[src/swc_pkg.sv]
package swc_pkg;
   // register port
   localparam int ADDR_W = 4;
   localparam int DATA_W = 8;
   localparam logic [3:0] OFS_INTERRUPT_CONTROL = 4'h0;
   localparam logic [3:0] OFS_IRQ_ENABLE = 4'h1;
   localparam logic [3:0] OFS_IRQ_FLAG = 4'h2;
   localparam logic [3:0] OFS_CORE_FLAGS = 4'h3;
   localparam logic [3:0] OFS_WDT_CONTROL = 4'h4;
   // field positions
   localparam int BIT_GLOBAL_IRQ_ENABLE = 7;
   localparam int BIT_TIMED_OUT_N = 4;
   localparam int BIT_POWERED_DOWN_N = 3;
   localparam int BIT_WDT_SW_EN = 0;
   localparam int WDT_SEL_LSB = 1;
   // reset values
   localparam logic [4:0] WDT_SEL_RST = 5'h0B;
   localparam logic [7:0] IRQ_ENABLE_RST = 8'h00;
   // watchdog configuration codes
   localparam logic [1:0] WDT_CFG_ALWAYS = 2'h3;
   localparam logic [1:0] WDT_CFG_OFF_SLEEP = 2'h2;
   localparam logic [1:0] WDT_CFG_SOFTWARE = 2'h1;
   // watchdog period select
   localparam int WDT_CNT_W = 24;
   localparam logic [4:0] WDT_SEL_MAX = 5'h12;
   localparam logic [23:0] WDT_BASE_TICKS = 24'h000020;
   // oscillator modes and start-up timer
   localparam logic [1:0] OSC_MODE_RC = 2'h0;
   localparam logic [1:0] OSC_MODE_CRYSTAL = 2'h1;
   localparam logic [1:0] OSC_MODE_HIGH_SPEED = 2'h2;
   localparam logic [1:0] OSC_MODE_LOW_POWER = 2'h3;
   localparam int OST_W = 11;
   localparam logic [10:0] OST_PERIODS = 11'h400;
   // interrupt vector and pins
   localparam int PC_W = 15;
   localparam logic [14:0] ISR_VECTOR = 15'h0004;
   localparam int IO_W = 8;
   localparam int IRQ_N = 8;

   typedef enum logic [3:0] {
      SWC_ST_RESET = 4'b0001,
      SWC_ST_RUN = 4'b0010,
      SWC_ST_SLEEP = 4'b0100,
      SWC_ST_OST = 4'b1000
   } swc_state_t;
endpackage : swc_pkg

[src/swc_sleep_wake.sv]
// The plain strobed port and the placing of the registers are this design's own decisions.
`timescale 1ns/1ps
module swc_sleep_wake
   import swc_pkg::*;
(
   // clock and reset
   input wire logic core_clk,
   input wire logic nrst,
   // register port
   input wire logic [ADDR_W-1:0] reg_addr,
   input wire logic [DATA_W-1:0] reg_wdata,
   input wire logic reg_wr,
   input wire logic reg_rd,
   output logic [DATA_W-1:0] reg_rdata,
   // instruction sequencer
   input wire logic sleep_instr,
   input wire logic clear_watchdog_instr,
   output logic core_clk_en,
   output logic prefetch_next,
   output logic wake_pulse,
   output logic isr_branch,
   output logic [PC_W-1:0] isr_vector_addr,
   output logic device_reset_n,
   output logic watchdog_reset,
   // reset sources and configuration
   input wire logic external_reset_pin_n,
   input wire logic external_reset_enable,
   input wire logic brownout_reset,
   input wire logic brownout_enable,
   input wire logic power_on_reset,
   input wire logic regulator_cap_charged,
   input wire logic regulator_cap_pin_select,
   input wire logic [1:0] osc_mode,
   input wire logic [1:0] watchdog_config,
   input wire logic converter_dedicated_rc_clock,
   // time bases
   input wire logic low_freq_tick,
   input wire logic osc_period_tick,
   // interrupt events
   input wire logic [IRQ_N-1:0] irq_event,
   output logic wake_request,
   // oscillator and peripheral run enables
   output logic low_freq_internal_osc_en,
   output logic secondary_osc_en,
   output logic converter_run_en,
   output logic cap_sense_osc_en,
   // pins and watchdog counter
   input wire logic [IO_W-1:0] io_out_core,
   input wire logic [IO_W-1:0] io_oe_core,
   output logic [IO_W-1:0] io_out_pad,
   output logic [IO_W-1:0] io_oe_pad,
   output logic port_f_bit0_is_cap,
   output logic [WDT_CNT_W-1:0] watchdog_counter
);

   // all block state in one record: one comb process fills the copy, one flop bank holds it
   typedef struct packed {
      swc_state_t st;
      logic [IRQ_N-1:0] flag;
      logic [IRQ_N-1:0] ien;
      logic global_irq_enable;
      logic powered_down_n_flag;
      logic timed_out_n_flag;
      logic [WDT_CNT_W-1:0] wdt_cnt;
      logic [4:0] wdt_sel;
      logic wdt_sw_en;
      logic [OST_W-1:0] ost_cnt;
      logic woke_by_irq;
      logic [IO_W-1:0] hold_out;
      logic [IO_W-1:0] hold_oe;
      logic [DATA_W-1:0] rdata;
      logic wake_pulse;
      logic isr_branch;
      logic prefetch;
      logic wdt_reset;
   } swc_regs_t;

   swc_regs_t r_reg;
   swc_regs_t r_next;
   // combinational helpers shared by the next-state and output logic
   logic hard_reset;
   logic wdt_active;
   logic wdt_hit;
   logic asleep;
   logic crystal_mode;

   // watchdog period: 32 ticks doubled per select step, reserved codes fall back to the minimum
   // the limit is a shift, not a table, so every select code costs the same logic;
   // the compare is >= so a counter left above a shortened limit still fires at once
   function automatic logic wdt_expired(input logic [WDT_CNT_W-1:0] cnt, input logic [4:0] sel);
      logic [WDT_CNT_W-1:0] limit;
      limit = (sel > WDT_SEL_MAX) ? WDT_BASE_TICKS : (WDT_BASE_TICKS << sel);
      return cnt >= (limit - WDT_CNT_W'(1));
   endfunction : wdt_expired

   // core-flags byte as software sees it
   // both status bits read active low, every other bit reads zero
   function automatic logic [DATA_W-1:0] core_flags_byte(input logic to_n, input logic pd_n);
      logic [DATA_W-1:0] v;
      v = '0;
      v[BIT_TIMED_OUT_N] = to_n;
      v[BIT_POWERED_DOWN_N] = pd_n;
      return v;
   endfunction : core_flags_byte

   // reset sources behave identically awake or asleep, so no state term here
   // these levels are taken as already synchronous; a glitch on the pin therefore
   // reaches the state machine unfiltered, so filtering belongs in the pad ring
   assign hard_reset = power_on_reset
      | (external_reset_enable & ~external_reset_pin_n)
      | (brownout_enable & brownout_reset);

   // purely combinational so a wake works with the core clock stopped
   // the global enable is left out on purpose: it only chooses where execution resumes
   assign wake_request = |(r_reg.flag & r_reg.ien);

   assign asleep = (r_reg.st == SWC_ST_SLEEP);
   assign crystal_mode = (osc_mode == OSC_MODE_CRYSTAL) | (osc_mode == OSC_MODE_HIGH_SPEED)
      | (osc_mode == OSC_MODE_LOW_POWER);

   // watchdog runs per configuration; off-in-sleep mode stops it only while asleep
   // a disabled watchdog is held at zero below, so enabling it always starts a full period
   always_comb
   begin
      case (watchdog_config)
         WDT_CFG_ALWAYS: wdt_active = 1'b1;
         WDT_CFG_OFF_SLEEP: wdt_active = ~asleep;
         WDT_CFG_SOFTWARE: wdt_active = r_reg.wdt_sw_en;
         default: wdt_active = 1'b0;
      endcase
   end

   assign wdt_hit = wdt_active & low_freq_tick & wdt_expired(r_reg.wdt_cnt, r_reg.wdt_sel);

   // next-state logic
   // every field starts from its registered value; the one-cycle pulses and the read
   // data start from zero so that nothing stands longer than the cycle it belongs to
   always_comb
   begin
      r_next = r_reg;
      r_next.wake_pulse = 1'b0;
      r_next.isr_branch = 1'b0;
      r_next.prefetch = 1'b0;
      r_next.wdt_reset = 1'b0;
      r_next.rdata = '0;

      // register reads answer one cycle later; unmapped offsets read zero
      // the read path takes no state change, so reads never disturb a flag
      if (reg_rd)
      begin
         case (reg_addr)
            OFS_INTERRUPT_CONTROL: r_next.rdata = {r_reg.global_irq_enable, 7'h00};
            OFS_IRQ_ENABLE: r_next.rdata = r_reg.ien;
            OFS_IRQ_FLAG: r_next.rdata = r_reg.flag;
            OFS_CORE_FLAGS: r_next.rdata = core_flags_byte(r_reg.timed_out_n_flag, r_reg.powered_down_n_flag);
            OFS_WDT_CONTROL: r_next.rdata = {2'h0, r_reg.wdt_sel, r_reg.wdt_sw_en};
            default: r_next.rdata = '0;
         endcase
      end

      // register writes; core flags are read-only
      if (reg_wr)
      begin
         case (reg_addr)
            OFS_INTERRUPT_CONTROL: r_next.global_irq_enable = reg_wdata[BIT_GLOBAL_IRQ_ENABLE];
            OFS_IRQ_ENABLE: r_next.ien = reg_wdata;
            OFS_IRQ_FLAG: r_next.flag = reg_wdata;
            OFS_WDT_CONTROL:
            begin
               r_next.wdt_sel = reg_wdata[WDT_SEL_LSB +: 5];
               r_next.wdt_sw_en = reg_wdata[BIT_WDT_SW_EN];
            end
            default: r_next.flag = r_next.flag;
         endcase
      end

      // events set flags whatever the enables; a set beats a clear in the same cycle
      r_next.flag = r_next.flag | irq_event;

      // watchdog counting, cleared while disabled or by the clear instruction
      if (!wdt_active || clear_watchdog_instr)
         r_next.wdt_cnt = '0;
      else if (low_freq_tick)
         r_next.wdt_cnt = wdt_hit ? '0 : r_reg.wdt_cnt + WDT_CNT_W'(1);

      if (clear_watchdog_instr)
      begin
         r_next.timed_out_n_flag = 1'b1;
         r_next.powered_down_n_flag = 1'b1;
      end

      case (r_reg.st)
         SWC_ST_RESET:
         begin
            // held until the capacitor is charged and every source has let go
            // the watchdog stays cleared here, as after any reset
            r_next.wdt_cnt = '0;
            if (regulator_cap_charged && !hard_reset)
               r_next.st = SWC_ST_RUN;
         end
         SWC_ST_RUN:
         begin
            if (wdt_hit)
            begin
               // awake timeout resets the device
               r_next.st = SWC_ST_RESET;
               r_next.wdt_reset = 1'b1;
               r_next.timed_out_n_flag = 1'b0;
               r_next.powered_down_n_flag = 1'b1;
            end
            else if (sleep_instr && !wake_request)
            begin
               r_next.st = SWC_ST_SLEEP;
               r_next.wdt_cnt = '0;
               r_next.powered_down_n_flag = 1'b0;
               r_next.timed_out_n_flag = 1'b1;
               r_next.prefetch = 1'b1;
               r_next.hold_out = io_out_core;
               r_next.hold_oe = io_oe_core;
               r_next.woke_by_irq = 1'b0;
            end
         end
         SWC_ST_SLEEP:
         begin
            // a flag raised during or after the instruction wakes at once
            // a watchdog hit in the same cycle takes precedence for the flags and the branch
            if (wake_request || wdt_hit)
            begin
               r_next.wdt_cnt = '0;
               r_next.woke_by_irq = wake_request & ~wdt_hit;
               if (wdt_hit)
               begin
                  // no reset here, only a wake with the flags marking the timeout
                  r_next.timed_out_n_flag = 1'b0;
                  r_next.powered_down_n_flag = 1'b0;
               end
               if (crystal_mode)
               begin
                  r_next.st = SWC_ST_OST;
                  r_next.ost_cnt = '0;
               end
               else
               begin
                  r_next.st = SWC_ST_RUN;
                  r_next.wake_pulse = 1'b1;
                  r_next.isr_branch = wake_request & ~wdt_hit & r_reg.global_irq_enable;
               end
            end
         end
         SWC_ST_OST:
         begin
            // the watchdog stays clear until the start-up timer is done
            // osc_period_tick comes from the oscillator being started, so this waits on it alone
            r_next.wdt_cnt = '0;
            if (osc_period_tick)
            begin
               if (r_reg.ost_cnt == OST_PERIODS - OST_W'(1))
               begin
                  r_next.st = SWC_ST_RUN;
                  r_next.wake_pulse = 1'b1;
                  r_next.isr_branch = r_reg.woke_by_irq & r_reg.global_irq_enable;
               end
               else
                  r_next.ost_cnt = r_reg.ost_cnt + OST_W'(1);
            end
         end
         default: r_next.st = SWC_ST_RESET;
      endcase

      // pin, brown-out and power-on events win over everything, asleep or not
      // placed last so no earlier branch can override it; the status flags survive a
      // pin or brown-out reset so software can still tell what the core was doing
      if (hard_reset || !regulator_cap_charged)
      begin
         r_next.st = SWC_ST_RESET;
         r_next.wdt_cnt = '0;
         r_next.wake_pulse = 1'b0;
         r_next.isr_branch = 1'b0;
         r_next.prefetch = 1'b0;
         r_next.ien = IRQ_ENABLE_RST;
         r_next.global_irq_enable = 1'b0;
         r_next.wdt_sel = WDT_SEL_RST;
         r_next.wdt_sw_en = 1'b0;
         if (power_on_reset)
         begin
            r_next.timed_out_n_flag = 1'b1;
            r_next.powered_down_n_flag = 1'b1;
         end
      end
   end

   // state register
   // only constants in the reset branch; the configuration reset values come from the package
   always_ff @(posedge core_clk or negedge nrst)
   begin
      if (!nrst)
      begin
         r_reg <= '0;
         r_reg.st <= SWC_ST_RESET;
         r_reg.timed_out_n_flag <= 1'b1;
         r_reg.powered_down_n_flag <= 1'b1;
         r_reg.wdt_sel <= WDT_SEL_RST;
         r_reg.ien <= IRQ_ENABLE_RST;
      end
      else
         r_reg <= r_next;
   end

   // sequencer side
   // sequencer outputs come from flip-flops or from compares on the registered state (core_clk_en, device_reset_n), so they carry no glitches
   // into the clock gate even while the state is changing
   assign core_clk_en = (r_reg.st == SWC_ST_RUN);
   assign device_reset_n = (r_reg.st != SWC_ST_RESET);
   assign prefetch_next = r_reg.prefetch;
   assign wake_pulse = r_reg.wake_pulse;
   assign isr_branch = r_reg.isr_branch;
   assign isr_vector_addr = ISR_VECTOR;
   assign watchdog_reset = r_reg.wdt_reset;
   assign reg_rdata = r_reg.rdata;
   assign watchdog_counter = r_reg.wdt_cnt;

   // slow clocks never stop; the converter keeps its own clock only when it runs from it
   // the slow oscillator also times the watchdog, so gating it would break watchdog wake-up
   assign low_freq_internal_osc_en = 1'b1;
   assign secondary_osc_en = 1'b1;
   assign converter_run_en = ~asleep | converter_dedicated_rc_clock;
   assign cap_sense_osc_en = 1'b1;

   // pins: frozen copy while asleep and in the start-up wait, live otherwise (reset state included); bit 0 yields to the cap
   // the copy is also kept through the start-up wait, because the core logic that
   // drives the live values is still unclocked then; the cap overrides both cases
   assign port_f_bit0_is_cap = ~regulator_cap_pin_select;
   always_comb
   begin
      if (r_reg.st == SWC_ST_SLEEP || r_reg.st == SWC_ST_OST)
      begin
         io_out_pad = r_reg.hold_out;
         io_oe_pad = r_reg.hold_oe;
      end
      else
      begin
         io_out_pad = io_out_core;
         io_oe_pad = io_oe_core;
      end
      if (port_f_bit0_is_cap)
      begin
         io_out_pad[0] = 1'b0;
         io_oe_pad[0] = 1'b0;
      end
   end

endmodule : swc_sleep_wake

[config.mk]
export PLATFORM = sky130hd
export DESIGN_NAME = swc_sleep_wake
export DESIGN_NICKNAME = d
export VERILOG_FILES = /design/src/swc_pkg.sv /design/src/swc_sleep_wake.sv
export SDC_FILE = /design/constraint.sdc
export NUM_CORES = 1
export LEC_CHECK = 0
export BUFFER_PORTS_ARGS = -buffer_cell sky130_fd_sc_hd__buf_2
export CORE_ASPECT_RATIO = 1.1
export CORE_UTILIZATION = 40
export CTS_CLUSTER_DIAMETER = 80
export DETAILED_ROUTE_END_ITERATION = 8
export GPL_ROUTABILITY_DRIVEN = 0
export SETUP_SLACK_MARGIN = 0.2
export SYNTH_ARGS = -nofsm -noshare
export SYNTH_HDL_FRONTEND = slang
export SYNTH_SLANG_ARGS = --single-unit
[constraint.sdc]
create_clock -name core_clk -period 3.9 [get_ports core_clk]
set_clock_uncertainty 0.1 [all_clocks]
set_input_delay 0.39 -clock core_clk [delete_from_list [all_inputs] [get_ports core_clk]]
set_output_delay 0.39 -clock core_clk [all_outputs]
set_load 0.005 [all_outputs]
==> results.md <==
* Htree depth at 3
* WHS at -0.00126 ns
* Post-Layout Cell Count at 940
* Util after Layout at between 40% and 50%
* Post-Synth XOR/XNOR Area at 3.64%
* ANT nets after route at 0
* Final Hold Fails at 2
* Clock Power Share at 40.9%
* Compound-Gate Fraction of Synth Area at 13.5%
* # diodes at 0
* Dpl hpwl at ~11000 um
* Core area at ~0.015 mm2
* Synth Area in Adders at 4.57%
* # IOs at around 130
* CP max stage cell: dfstp_2
* Cts hold-fix bufs at 0
* Most common cell after layout, fill and taps aside: buf_2
* Vias in the first global route at 4773
* Setup violators final at 0
* Initial antenna violation count at 0
* Worst setup SP type: flip-flop
* Post-synth EDFFs at 0
* FF-to-FF End: r_reg[25]
* Yosys cell types at between 60 and 70
* Register area share after synthesis at 38.8%
* Row count at 46
* Flop pwr share at ~50%
* TritonCTS Sinks at between 90 and 100
* Starting DRT DRC Count at 262
* Gr usage total at roughly a fifth
* Maximum clock rate at 264 MHz
* Largest stage delay, worst path at between 0.5 and 0.6 ns
* Met3 Wirelength at ~700 um
* First-pass GRT wire length at 24200 um
* CP max FO at 8
* Yosys warnings at 0
* Power density cells at about 290 mW/mm2
* Part of the power in combinational logic at approximately 9.0%
* Gr ovfl total at 0
* Drt drc at 0
* Fill cells at 1402
* CP required at about 4 ns
* Critical Path AT at roughly 4 ns
* Switching share of power at 25.1%
* RSZ-0062 raised after global routing: yes
* Int Power at around 1.5 mW
* Synth Flop Type: dfrtp_1
* Mux share of post-synthesis cell area at under 10%
* Routed wl met2 at 7340 um
* #FFs+latches synth at 93
* Max Buffers Root-to-Sink at 2
* Worst Path Buf+Inv at 3
* Switching pwr at 0.509 mW
* Maximum VDD drop at roughly 150 uV
* P&R area growth vs syn at 17.9%
* FF-to-FF path depth at 18
* Full die area at approximately 0.016 mm2
* Hold WC Path Type: input pin to asynchronous set/reset pin
* Average cell area after synthesis at 9.22 um2
* Clk root buf: clkbuf_16
* Design Power at roughly 2.0 mW
* Highest Signal Layer: met4
* Vias at between 5k and 6k
* Die H at between 100 and 150 um
* Failing checks: hold timing
* Leakage Power at between 3 and 4 nW
* Routed length on met1 at 6620 um
* Initial Utilization at between 40% and 50%
* Tcrit/Tclk final at 97.1%
* First drt pass iteration count at 7
* Crit path kind: flip-flop to flip-flop
* Chip width at ~120 um
* NumNets Final at 821
* Worst-Margin Slew at a little over 0.9 ns
* Final Max Slew Viols at 0
* Min Tclk post-route at between 3 and 4 ns
* R2R Setup Slk at between 0.1 and 0.15 ns
* Num CTS Buffers at 9
* Cells after DPL at 910
* Status: finished, violations left
* Port bufs at approximately 110
* Clock latency on the worst-skew pair at 0.35 ns
* Post-Synth Simple-Gate Area at a little over a fifth
* Cell chain of the critical path: buf_6, nor2_4, nand2_2, o21a_1, ha_4, nor3b_2, a31oi_1, nor3_1, a31oi_1, ha_1, nand4_1, nor2_4, a32oi_4, a311oi_4, buf_12, nor2_8, buf_6, mux2_4
* Mapped cell area at roughly 0.006 mm2
* Slew headroom at between 30% and 40%
* Clk slew on worst S/H paths at 0.07 ns
* Largest family of logic cells by synthesized area: simple AND/OR/NAND/NOR gates
* Critical Path Sink Type: flip-flop
* Max reg flops at 57
* Synth Instances at 653
* Largest net degree at the start of global routing at 56
* Setup total negative slack at 0 ns
* RR Startpoint: r_reg[44]
* CP top delay family: simple AND/OR/NAND/NOR gates
* Layout cells sized above 1 at between 30% and 40%
* Drt total wl at between 15000 and 20000 um
* Max-cap violations at 0
* Ys async rst share at 100%
* CTS tree: built
* Wirelength per Cell at between 15 and 20 um
* Most frequent cells in the layout: buf_2, dfrtp_1, nand2_1, nor2_1, a21oi_1
* Via density at roughly 5.4
[routing by layer]
layer / GRT usage [%] / up-vias
li1: - / 2409
met5: 0 / -
met2: 32.2 / 184
met1: 25.5 / 2440
met4: 8.71 / 0
met3: 3.65 / 31
[final cells by class]
cell class | count | area [um2] | area share [%]
clock buffer | 10 | 229 | 3.23
clock inverter | 6 | 46.3 | 0.653
inverter | 16 | 60.1 | 0.847
multi-input combinational | 480 | 3310 | 46.7
sequential | 93 | 2340 | 32.9
tap | 192 | 240 | 3.39
timing repair buffer | 143 | 871 | 12.3
[metrics by stage]
stage / cell area [um2] / worst slack, ns
after floorplan: 6130 / 0.213
after global placement: 6530 / 0.0467
after detailed placement: 6530 / -0.120
after CTS: 6910 / 0.171
after global routing: 7090 / -0.0689
final: 7090 / 0.114
[power groups by stage]
stage | Sequential (mW) | Combinational, mW | Clock [mW]
CTS | 1.02 | 0.182 | 0.858
finish | 1.02 | 0.182 | 0.831
global placement | 1.03 | 0.175 | 0
detailed placement | 1.04 | 0.179 | 0
floorplan | 1.03 | 0.111 | 0
global route | 1.02 | 0.202 | 0.892
[worst max-delay path by stage]
stage | slack [ns] | start | cells past startpoint | to
detailed placement | -0.12 | r_reg[43] | 17 | r_reg[13]
floorplan | 0.21 | r_reg[44] | 18 | r_reg[16]
CTS | 0.17 | r_reg[42] | 18 | r_reg[18]
finish | 0.11 | r_reg[44] | 18 | r_reg[25]
global placement | 0.05 | r_reg[43] | 17 | r_reg[12]
global route | -0.07 | r_reg[43] | 17 | r_reg[22]
[cells in the mapped netlist (3+ instances only)]
cell type  count  area, um2
a211o_1        3       26.3
a21o_1         5       37.5
a21oi_1       37        185
a22o_1         8       70.1
a22oi_1       10       75.1
a31oi_1       11       68.8
a32oi_1        3       26.3
and2_1         5       31.3
and3_1         7       43.8
and4_1         4       35.0
buf_4         50        375
clkbuf_1      24       90.1
dfrtp_1       87       2180
dfstp_2        6        158
ha_1          22        275
inv_1         16       60.1
mux2_2        23        259
mux2_4        10        150
mux2i_1        6       60.1
nand2_1       71        267
nand2b_1       7       43.8
nand3_1       26        130
nand3b_1       9       67.6
nand4_1       11       68.8
nor2_1        71        267
nor2b_1        4       25.0
nor3_1        11       55.1
nor3b_1        6       45.0
o211ai_1       5       37.5
o21a_1         4       30.0
o21ai_0       24        120
or3_1          3       18.8
xnor2_1       10       87.6
xor2_1        15        131
[logic make-up (layout without fill, tap and decap cells)]
kind of cell | Yosys count | in the layout
flops | 93 | 93
other cells | 2 | 18
simple gates | 254 | 254
xor+xnor | 25 | 25
mux | 39 | 39
compound gates | 122 | 122
buf+inv | 96 | 175
fa+ha+maj | 22 | 22
[timing repair]
action | in CTS | in global routing
endpoints found under the setup margin | 54 | 60
setup buffers | 8 | 3
cloned | 0 | 3
gates resized for setup | 6 | 28
pin swaps | 4 | 27
Note: power is estimated with default switching activity, not from simulation.
